File: src/logic/adctrc_pkg.sv
/*
  adctrc_pkg: register offsets, field positions, reset values, trigger
  codes and timing counts of the converter trigger and result control.
  Assumes an 8-bit processor register port with I/O and data-space views.
*/
package adctrc_pkg;
  // ************************************************************
  // register offsets
  // ************************************************************
  localparam logic [7:0] OFS_RESULT_LOW = 8'h04;
  localparam logic [7:0] OFS_RESULT_HIGH = 8'h05;
  localparam logic [7:0] OFS_CONTROL_A = 8'h06;
  localparam logic [7:0] OFS_INPUT_SELECT = 8'h07;
  localparam logic [7:0] OFS_TRIGGER_SOURCE = 8'h8E;
  localparam logic [7:0] DATA_SPACE_SHIFT = 8'h20;
  localparam logic [7:0] LOW_IO_LIMIT = 8'h40;
  // ************************************************************
  // field positions
  // ************************************************************
  localparam int BIT_ENABLE = 7;
  localparam int BIT_START = 6;
  localparam int BIT_AUTO_TRIG = 5;
  localparam int BIT_DONE_FLAG = 4;
  localparam int BIT_IRQ_EN = 3;
  localparam int BIT_LEFT_ALIGN = 5;
  localparam int DIFF_SEL_LO = 8;
  localparam int DIFF_SEL_HI = 29;
  // ************************************************************
  // reset values
  // ************************************************************
  localparam logic [7:0] RST_CONTROL_A = 8'h00;
  localparam logic [7:0] RST_INPUT_SELECT = 8'h00;
  localparam logic [2:0] RST_TRIGGER_SOURCE = 3'h0;
  localparam logic [9:0] RST_RESULT = 10'h000;
  // ************************************************************
  // trigger sources and timing counts
  // ************************************************************
  localparam logic [2:0] TRIG_FREE_RUN = 3'h0;
  localparam int FIRST_CONV_CLOCKS = 25;
  localparam int NORMAL_CONV_CLOCKS = 13;
  typedef enum logic [2:0] {
    ADCTRC_IDLE = 3'b001,
    ADCTRC_CONV = 3'b010,
    ADCTRC_DONE = 3'b100
  } adctrc_state_t;
endpackage

File: src/logic/adctrc_prescaler.sv
/*
  adctrc_prescaler: divides the system clock into a one-cycle converter
  clock tick chosen by a three-bit code.
  Assumes one clock domain; runs only while enabled.
*/
`timescale 1ns/100ps
module adctrc_prescaler import adctrc_pkg::*; (
  // clock and reset
  input wire logic clk,
  input wire logic rst,
  input wire logic clk_en,
  // control
  input wire logic run,
  input wire logic [2:0] code,
  // tick out
  output logic tick
);
  logic [6:0] count_r;
  logic [6:0] limit;

  // ************************************************************
  // divisor from code
  // ************************************************************
  always_comb begin
    if (code == 3'h0) begin
      limit = 7'h01;
    end else begin
      limit = 7'((8'h01 << code) - 8'h01);
    end
  end

  always_ff @(posedge clk) begin
    if (rst) begin
      count_r <= 7'h00;
    end else if (clk_en) begin
      if (!run || count_r >= limit) begin
        count_r <= 7'h00;
      end else begin
        count_r <= count_r + 7'h01;
      end
    end
  end

  assign tick = clk_en && run && (count_r == limit);
endmodule

File: src/logic/adctrc_top.sv
/*
  adctrc_top: trigger, conversion timing, completion flag and result
  register logic of a 10-bit converter behind an 8-bit register port.
  Assumes the analog core samples on conv_start and supplies its result
  in conv_data by the end of the timed conversion; trigger flags come
  from logic on the same clock.
*/
// What this block does
// - auto trigger starts on selected source's rising edge
// - flag sets when result registers load
// - interrupt needs flag, enable, global enable
// - vector execution clears the flag
// - write one clears flag, zero keeps
// - prescaler codes divide by two to 128
// - differential results are two's complement
// - low-byte read locks result until high read
// - right aligned: low bits7..0, high bits9..8
// - left aligned: high bits9..2, low top two
// - trigger source ignored without auto trigger
// - source switch onto set flag is edge
// - choosing free running makes no trigger
// - trigger code table of eight sources
// - low registers seen at offset and plus 0x20
// - enable powers; disable aborts conversion
// - start bit starts; 25 then 13 clocks
// - start reads one while busy; zero ignored
`timescale 1ns/100ps
module adctrc_top import adctrc_pkg::*; #(
  parameter int RESULT_W = 10
) (
  // clock and reset
  input wire logic clk,
  input wire logic rst,
  input wire logic clk_en,
  // register port
  input wire logic [7:0] reg_addr,
  input wire logic reg_data_space,
  input wire logic reg_wr,
  input wire logic reg_rd,
  input wire logic [7:0] reg_wdata,
  output logic [7:0] reg_rdata,
  output logic reg_hit,
  // interrupt
  input wire logic global_irq_enable,
  input wire logic irq_vector_ack,
  output logic irq_req,
  // trigger flags, index by source code
  input wire logic [7:1] trigger_flags,
  // analog core
  output logic converter_power,
  output logic conv_start,
  output logic [4:0] input_channel,
  input wire logic [RESULT_W-1:0] conv_data
);
  // ************************************************************
  // registers and state
  // ************************************************************
  logic converter_enable_r;
  logic auto_trigger_enable_r;
  logic conversion_complete_flag_r;
  logic conversion_irq_enable_r;
  logic [2:0] converter_clock_divider_r;
  logic [7:0] input_select_register_r;
  logic [2:0] trigger_source_select_r;
  logic [RESULT_W-1:0] result_r;
  logic [RESULT_W-1:0] captured_r;
  logic locked_r;
  logic initialised_r;
  logic trig_level_r;
  logic start_pending_r;
  logic [4:0] clocks_left_r;
  adctrc_state_t state_r;
  logic [7:0] reg_rdata_r;
  logic [7:0] rd_value;
  logic [7:0] local_addr;
  logic mapped;
  logic wr_ctl_a;
  logic wr_sel;
  logic wr_trig;
  logic rd_low;
  logic rd_high;
  logic trig_level;
  logic trig_event;
  logic sw_start;
  logic conv_tick;
  logic busy;
  logic finish;
  logic load_result;

  // ************************************************************
  // address decode
  // ************************************************************
  function automatic logic [7:0] to_local(input logic [7:0] a,
                                          input logic ds);
    logic [7:0] r;
    r = a;
    if (ds && a >= DATA_SPACE_SHIFT
        && a < 8'(DATA_SPACE_SHIFT + LOW_IO_LIMIT)) begin
      r = 8'(a - DATA_SPACE_SHIFT);
    end else if (ds && a < DATA_SPACE_SHIFT) begin
      r = 8'hFF;
    end else if (!ds && a >= LOW_IO_LIMIT) begin
      r = 8'hFF;
    end
    return r;
  endfunction

  assign local_addr = to_local(reg_addr, reg_data_space);
  assign mapped = (local_addr == OFS_RESULT_LOW)
    || (local_addr == OFS_RESULT_HIGH) || (local_addr == OFS_CONTROL_A)
    || (local_addr == OFS_INPUT_SELECT)
    || (reg_data_space && reg_addr == OFS_TRIGGER_SOURCE);
  assign reg_hit = mapped && (reg_wr || reg_rd);
  assign wr_ctl_a = clk_en && reg_wr && local_addr == OFS_CONTROL_A;
  assign wr_sel = clk_en && reg_wr && local_addr == OFS_INPUT_SELECT;
  assign wr_trig = clk_en && reg_wr && reg_data_space
    && reg_addr == OFS_TRIGGER_SOURCE;
  assign rd_low = clk_en && reg_rd && local_addr == OFS_RESULT_LOW;
  assign rd_high = clk_en && reg_rd && local_addr == OFS_RESULT_HIGH;

  // ************************************************************
  // trigger selection
  // ************************************************************
  always_comb begin
    if (trigger_source_select_r == TRIG_FREE_RUN) begin
      trig_level = conversion_complete_flag_r;
    end else begin
      trig_level = trigger_flags[trigger_source_select_r];
    end
  end

  // level history follows the live selection so a source switch onto a
  // set flag is an edge, and free running edges come only from the flag
  always_ff @(posedge clk) begin
    if (rst) begin
      trig_level_r <= 1'b0;
    end else if (clk_en) begin
      if (wr_trig && reg_wdata[2:0] == TRIG_FREE_RUN) begin
        trig_level_r <= 1'b1;
      end else begin
        trig_level_r <= trig_level;
      end
    end
  end

  assign trig_event = auto_trigger_enable_r && converter_enable_r
    && trig_level && !trig_level_r;
  assign sw_start = wr_ctl_a && reg_wdata[BIT_START]
    && (reg_wdata[BIT_ENABLE]);

  // ************************************************************
  // control register a and selection registers
  // ************************************************************
  always_ff @(posedge clk) begin
    if (rst) begin
      converter_enable_r <= RST_CONTROL_A[BIT_ENABLE];
      auto_trigger_enable_r <= RST_CONTROL_A[BIT_AUTO_TRIG];
      conversion_irq_enable_r <= RST_CONTROL_A[BIT_IRQ_EN];
      converter_clock_divider_r <= RST_CONTROL_A[2:0];
      input_select_register_r <= RST_INPUT_SELECT;
      trigger_source_select_r <= RST_TRIGGER_SOURCE;
    end else if (clk_en) begin
      if (wr_ctl_a) begin
        converter_enable_r <= reg_wdata[BIT_ENABLE];
        auto_trigger_enable_r <= reg_wdata[BIT_AUTO_TRIG];
        conversion_irq_enable_r <= reg_wdata[BIT_IRQ_EN];
        converter_clock_divider_r <= reg_wdata[2:0];
      end
      if (wr_sel) begin
        input_select_register_r <= reg_wdata;
      end
      if (wr_trig) begin
        trigger_source_select_r <= reg_wdata[2:0];
      end
    end
  end

  // ************************************************************
  // completion flag
  // ************************************************************
  always_ff @(posedge clk) begin
    if (rst) begin
      conversion_complete_flag_r <= RST_CONTROL_A[BIT_DONE_FLAG];
    end else if (clk_en) begin
      if (load_result) begin
        conversion_complete_flag_r <= 1'b1;
      end else if (irq_vector_ack) begin
        conversion_complete_flag_r <= 1'b0;
      end else if (wr_ctl_a && reg_wdata[BIT_DONE_FLAG]) begin
        conversion_complete_flag_r <= 1'b0;
      end
    end
  end

  assign irq_req = conversion_complete_flag_r && conversion_irq_enable_r
    && global_irq_enable;

  // ************************************************************
  // conversion sequencer
  // ************************************************************
  adctrc_prescaler u_prescaler (
    .clk(clk),
    .rst(rst),
    .clk_en(clk_en),
    .run(converter_enable_r),
    .code(converter_clock_divider_r),
    .tick(conv_tick)
  );

  assign busy = (state_r != ADCTRC_IDLE) || start_pending_r;
  assign finish = (state_r == ADCTRC_CONV) && conv_tick
    && clocks_left_r == 5'h01;

  always_ff @(posedge clk) begin
    if (rst) begin
      state_r <= ADCTRC_IDLE;
      start_pending_r <= 1'b0;
      clocks_left_r <= 5'h00;
      initialised_r <= 1'b0;
      captured_r <= RST_RESULT;
    end else if (clk_en) begin
      if (!converter_enable_r || (wr_ctl_a && !reg_wdata[BIT_ENABLE])) begin
        state_r <= ADCTRC_IDLE;
        start_pending_r <= 1'b0;
        initialised_r <= 1'b0;
        if (sw_start) begin
          start_pending_r <= 1'b1;
        end
      end else begin
        unique case (state_r)
          ADCTRC_IDLE: begin
            if (start_pending_r || sw_start || trig_event) begin
              start_pending_r <= 1'b0;
              state_r <= ADCTRC_CONV;
              clocks_left_r <= initialised_r
                ? 5'(NORMAL_CONV_CLOCKS)
                : 5'(FIRST_CONV_CLOCKS);
            end
          end
          ADCTRC_CONV: begin
            if (conv_tick) begin
              clocks_left_r <= clocks_left_r - 5'h01;
            end
            if (finish) begin
              captured_r <= conv_data;
              initialised_r <= 1'b1;
              state_r <= ADCTRC_DONE;
            end
          end
          ADCTRC_DONE: begin
            state_r <= ADCTRC_IDLE;
          end
        endcase
      end
    end
  end

  assign conv_start = clk_en && converter_enable_r
    && state_r == ADCTRC_IDLE
    && (start_pending_r || sw_start || trig_event);
  assign load_result = state_r == ADCTRC_DONE && converter_enable_r;

  // ************************************************************
  // result register and read lock
  // ************************************************************
  always_ff @(posedge clk) begin
    if (rst) begin
      result_r <= RST_RESULT;
      locked_r <= 1'b0;
    end else if (clk_en) begin
      if (rd_low) begin
        locked_r <= 1'b1;
      end else if (rd_high) begin
        locked_r <= 1'b0;
      end
      if (load_result && !locked_r) begin
        result_r <= captured_r;
      end
    end
  end

  // ************************************************************
  // read data
  // ************************************************************
  function automatic logic [7:0] result_byte(input logic [9:0] v,
                                             input logic left,
                                             input logic high);
    logic [7:0] b;
    if (left) begin
      b = high ? v[9:2] : {v[1:0], 6'h00};
    end else begin
      b = high ? {6'h00, v[9:8]} : v[7:0];
    end
    return b;
  endfunction

  always_comb begin
    rd_value = 8'h00;
    if (local_addr == OFS_RESULT_LOW) begin
      rd_value = result_byte(result_r,
        input_select_register_r[BIT_LEFT_ALIGN], 1'b0);
    end else if (local_addr == OFS_RESULT_HIGH) begin
      rd_value = result_byte(result_r,
        input_select_register_r[BIT_LEFT_ALIGN], 1'b1);
    end else if (local_addr == OFS_CONTROL_A) begin
      rd_value = {converter_enable_r, busy, auto_trigger_enable_r,
        conversion_complete_flag_r, conversion_irq_enable_r,
        converter_clock_divider_r};
    end else if (local_addr == OFS_INPUT_SELECT) begin
      rd_value = input_select_register_r;
    end else if (reg_data_space && reg_addr == OFS_TRIGGER_SOURCE) begin
      rd_value = {5'h00, trigger_source_select_r};
    end
  end

  always_ff @(posedge clk) begin
    if (rst) begin
      reg_rdata_r <= 8'h00;
    end else if (clk_en && reg_rd) begin
      reg_rdata_r <= rd_value;
    end
  end

  assign reg_rdata = reg_rdata_r;
  assign converter_power = converter_enable_r;
  assign input_channel = input_select_register_r[4:0];
endmodule

File: config.mk
export PLATFORM = sky130hd
export DESIGN_NAME = adctrc_top
export DESIGN_NICKNAME = d
export VERILOG_FILES = /design/src/logic/adctrc_pkg.sv /design/src/logic/adctrc_prescaler.sv /design/src/logic/adctrc_top.sv
export SDC_FILE = /design/constraint.sdc
export NUM_CORES = 1
export LEC_CHECK = 0
export BUFFER_PORTS_ARGS = -buffer_cell sky130_fd_sc_hd__buf_4
export CAP_MARGIN = 20
export CORE_MARGIN = 1.5
export CORE_UTILIZATION = 30
export CTS_CLUSTER_DIAMETER = 40
export CTS_CLUSTER_SIZE = 30
export DETAILED_ROUTE_END_ITERATION = 6
export HOLD_SLACK_MARGIN = 0.08
export SKIP_LAST_GASP = 1
export SLEW_MARGIN = 20
export SYNTH_ARGS = -nofsm -noshare
export SYNTH_HDL_FRONTEND = slang
export SYNTH_SLANG_ARGS = --single-unit
File: constraint.sdc
create_clock -name clk -period 3.5 [get_ports clk]
set_clock_uncertainty 0.15 [all_clocks]
set_input_delay 0.35 -clock clk [delete_from_list [all_inputs] [get_ports clk]]
set_output_delay 0.35 -clock clk [all_outputs]
set_load 0.05 [all_outputs]
==> summary.md <==
| Metric | Value |
|---|---|
| Reg area | `1300 um^2` |
| Routability cong. | `0.872` |
| Initial core utilization | `0.306` |
| Reg2Reg Depth | `8` |
| Dpl hpwl | `6.29 mm` |
| Core area | `11400 um^2` |
| Rel. slew slack | `0.544` |
| Worst min-delay path startpoint | `conv_data[7]` |
| Final cycle utilization of the critical path | `0.825` |
| Residual DRC | `0` |
| CTS tree | `done` |
| CP Capture Type | `output pin` |
| Setup crit start kind | `flip-flop` |
| Setup repair bufs after CTS | `0` |
| Seq/Total Area, Yosys | `0.374` |
| Final wirelength | `8.71 mm` |
| Critical-path maximum fanout | `6` |
| GRT overflow | `0` |
| Die W | `111 um` |
| Die ar. | `12300 um^2` |
| Worst vdd ir | `277 uV` |
| Combinational power share | `0.061` |
| DR vias/cell | `5.17` |
| Reg power frac | `0.424` |
| Port Buffer Count | `57` |
| R2r setup slk | `900 ps` |
| Top cells by area, synth | `dfxtp_1 (37%), mux2i_1 (11%), nor2_1 (7.3%), a21oi_1 (3.7%), ha_1 (3.6%)` |
| CTS Root Cell | `clkbuf_16` |
| Maximum number of pins on one net before global-route repair | `64` |
| WL per Instance | `14.9 um` |
| First-pass GRT wire length | `14.0 mm` |
| Syn_nets | `446` |
| Total count of max-transition violations in the final report | `0` |
| I/O pin total | `58` |
| H-Tree Depth | `3` |
| Switching pwr | `396 uW` |
| Status | `complete, no violations` |
| Cells after Synth | `395` |
| Ys Warns | `0` |
| Post-synth EDFFs | `0` |
| Total chip power | `1.75 mW` |
| Clock buffer count from CTS | `9` |
| #FFs+latches synth | `65` |
| Final Cell Area | `4220 um^2` |
| DRT iter0 DRCs | `161` |
| Drt pass-1 iters | `5` |
| Setup tns final | `0 ps` |
| CTS hold repair buffers | `0` |
| Reg2Reg Launch Point | `converter_clock_divider_r[2]$_SDFFE_PP0P_` |
| Main synth FF type | `dfxtp_1` |
| Arrival time at the worst endpoint | `2390 ps` |
| Critical path's largest stage delay | `510 ps` |
| Pwr/cell area | `416 nW/um^2` |
| Ys async rst share | `0` |
| Via Count | `3020` |
| Final hold vios | `0` |
| Least-Margin Pin Slew | `683 ps` |
| Max-cap violations | `0` |
| Leak | `1.64 nW` |
| Antenna diodes | `0` |
| Hold EP | `captured_r[7]$_SDFFE_PP0P_` |
| Longest Clk Path Bufs | `2` |
| Cell taking the most area after synthesis | `dfxtp_1` |
| Reg2reg end | `captured_r[4]$_SDFFE_PP0P_` |
| CP Cell Sequence | `mux2_2, o22ai_1, nor4b_1, nor3_1, nor3_1, buf_4` |
| Min-delay worst type | `input port to flip-flop` |
| Fin nets | `487` |
| Unique masters post-synth | `64` |
| Post-CTS Resized | `0` |
| Final Critical Period | `2890 ps` |
| P_int | `1.36 mW` |
| Clk network pwr share | `0.515` |
| ANT nets after route | `0` |
| Most common cell after layout, fill and taps aside | `nor2_1` |
| Skew-Pair Late Insertion Delay | `330 ps` |
| Layout cell share with drive strength beyond 1 | `0.215` |
| Slowest CP cell | `dfxtp_1` |
| Kind of critical path | `flip-flop to output pin` |
| Yosys top cell area share | `0.374` |
| Area of the multi-input gates | `1970 um^2` |
| Commonest non-fill, non-tap cells in the layout | `nor2_1 (68), dfxtp_1 (65), buf_4 (58), mux2i_1 (39), a21oi_1 (26)` |
| Mapped Area | `3480 um^2` |
| Total track usage | `0.142` |
| FMAX | `346 MHz` |
| Fill cell count | `1148` |
| Die Ht | `111 um` |
| Worst-path clk slew | `60 ps` |
| Worst path required time | `3000 ps` |
| Worst Hold Depth | `3` |
| Crit-path most repeated cell | `nor3_1` |
| Final setup viols | `0` |
| Area Overhead vs Synth | `21.4%` |
| Number of global-route vias before repair | `2848` |
| RSZ-0062 raised after global routing | `no` |
| Placement Cell Area | `3920 um^2` |
| Sw frac | `0.225` |
| Avg Synthesized Cell Area | `8.81 um^2` |
| Num rows | `39` |
| Sink Count | `65` |
| Initial antenna violation count | `0` |
[kinds of logic (layout without fill, tap and decap cells)]
logic type	Yosys count	count (layout)	synth area share
XOR/XNOR	5	5	0.0126
AO/OA/AOI/OAI	79	79	0.159
adder cells (fa/ha/maj)	10	10	0.0360
flip-flops	65	65	0.374
buffers and inverters	37	83	0.0608
multiplexers	45	45	0.132
AND/OR/NAND/NOR	154	154	0.227
[cells in the mapped netlist (2+ instances only)]
| cell | count |
|---|---|
| nor2_2 | 2 |
| nor4_4 | 2 |
| clkbuf_8 | 2 |
| nand4_1 | 4 |
| nand2b_1 | 5 |
| o22ai_1 | 2 |
| buf_4 | 7 |
| xor2_1 | 3 |
| o211ai_1 | 3 |
| a211oi_1 | 5 |
| mux2_2 | 5 |
| xnor2_1 | 2 |
| ha_1 | 10 |
| o21bai_1 | 2 |
| a22oi_1 | 7 |
| and2_1 | 2 |
| and3_1 | 2 |
| nor2b_1 | 3 |
| nor3b_1 | 3 |
| mux2i_1 | 39 |
| a21o_1 | 2 |
| a221oi_1 | 5 |
| nor4b_1 | 2 |
| a21oi_1 | 26 |
| dfxtp_1 | 65 |
| and4b_1 | 3 |
| or3_1 | 3 |
| nor3_1 | 13 |
| o21ai_0 | 10 |
| clkbuf_1 | 12 |
| inv_1 | 9 |
| buf_2 | 3 |
| buf_6 | 3 |
| nand3_1 | 9 |
| a2111oi_0 | 2 |
| nand2_1 | 23 |
| nor2_1 | 68 |
[registers in the layout, indices dropped and copies added (netlist names), 3 cells and up]
signal,cells
captured_r,10
result_r,10
input_select_register_r,8
reg_rdata,8
u_prescaler.count_r,7
clocks_left_r,5
converter_clock_divider_r,3
state_r,3
trigger_source_select_r,3
[routing by layer]
layer | GRT usage | vias to the layer above | share of wire | wire length [um]
met5 | 0 | - | 0 | 0
li1 | - | 1491 | - | -
met3 | 0.0426 | 4 | 0.071 | 619
met4 | 0.0393 | 0 | 0.0076 | 66
met2 | 0.217 | 106 | 0.46 | 4030
met1 | 0.193 | 1419 | 0.46 | 3990
[worst max-delay path by stage]
stage | start | end | slack, ps | cells after the start
after global routing | trigger_source_select_r[0]$_SDFFE_PP0P_ | conv_start | 440 | 6
after floorplan | reg_addr[5] | conv_start | 500 | 8
after CTS | trigger_source_select_r[0]$_SDFFE_PP0P_ | conv_start | 520 | 6
final | trigger_source_select_r[0]$_SDFFE_PP0P_ | conv_start | 610 | 6
after detailed placement | reg_addr[0] | conv_start | 620 | 7
after global placement | reg_addr[0] | conv_start | 640 | 7
[power by group through the flow]
stage                     Combinational, mW  Clock (mW)  Sequential (mW)
after global routing                  0.115       0.960            0.745
after CTS                             0.106       0.923            0.745
after floorplan                      0.0477           0            0.767
final                                 0.107       0.904            0.745
after global placement                0.105           0            0.761
after detailed placement              0.106           0            0.761
[metrics by stage]
step	hold slack [ps]	setup WS, ps	instances	utilization
2_1_floorplan	292	502	395	-
3_3_place_gp	317	636	568	0.344
3_5_place_dp	326	616	568	0.344
4_1_cts	99.9	521	584	0.371
5_1_grt	107	439	584	0.371
6_report	105	612	584	0.371
[critical path: cells and delay by family (launching register included)]
kind	cells	cell delay [ps]
and+or+nand+nor	3	900
DFF	1	510
buffers and inverters	1	260
muxes	1	220
AOI/OAI and AO/OA	1	160
[cell type report]
cell class | count | area share
clock buffer | 10 | 0.0566
clock inverter | 6 | 0.0160
inverter | 9 | 0.00800
multi-input combinational | 293 | 0.466
sequential | 65 | 0.308
tap | 143 | 0.0424
timing repair buffer | 58 | 0.103
(Power assumes the default switching activity.)
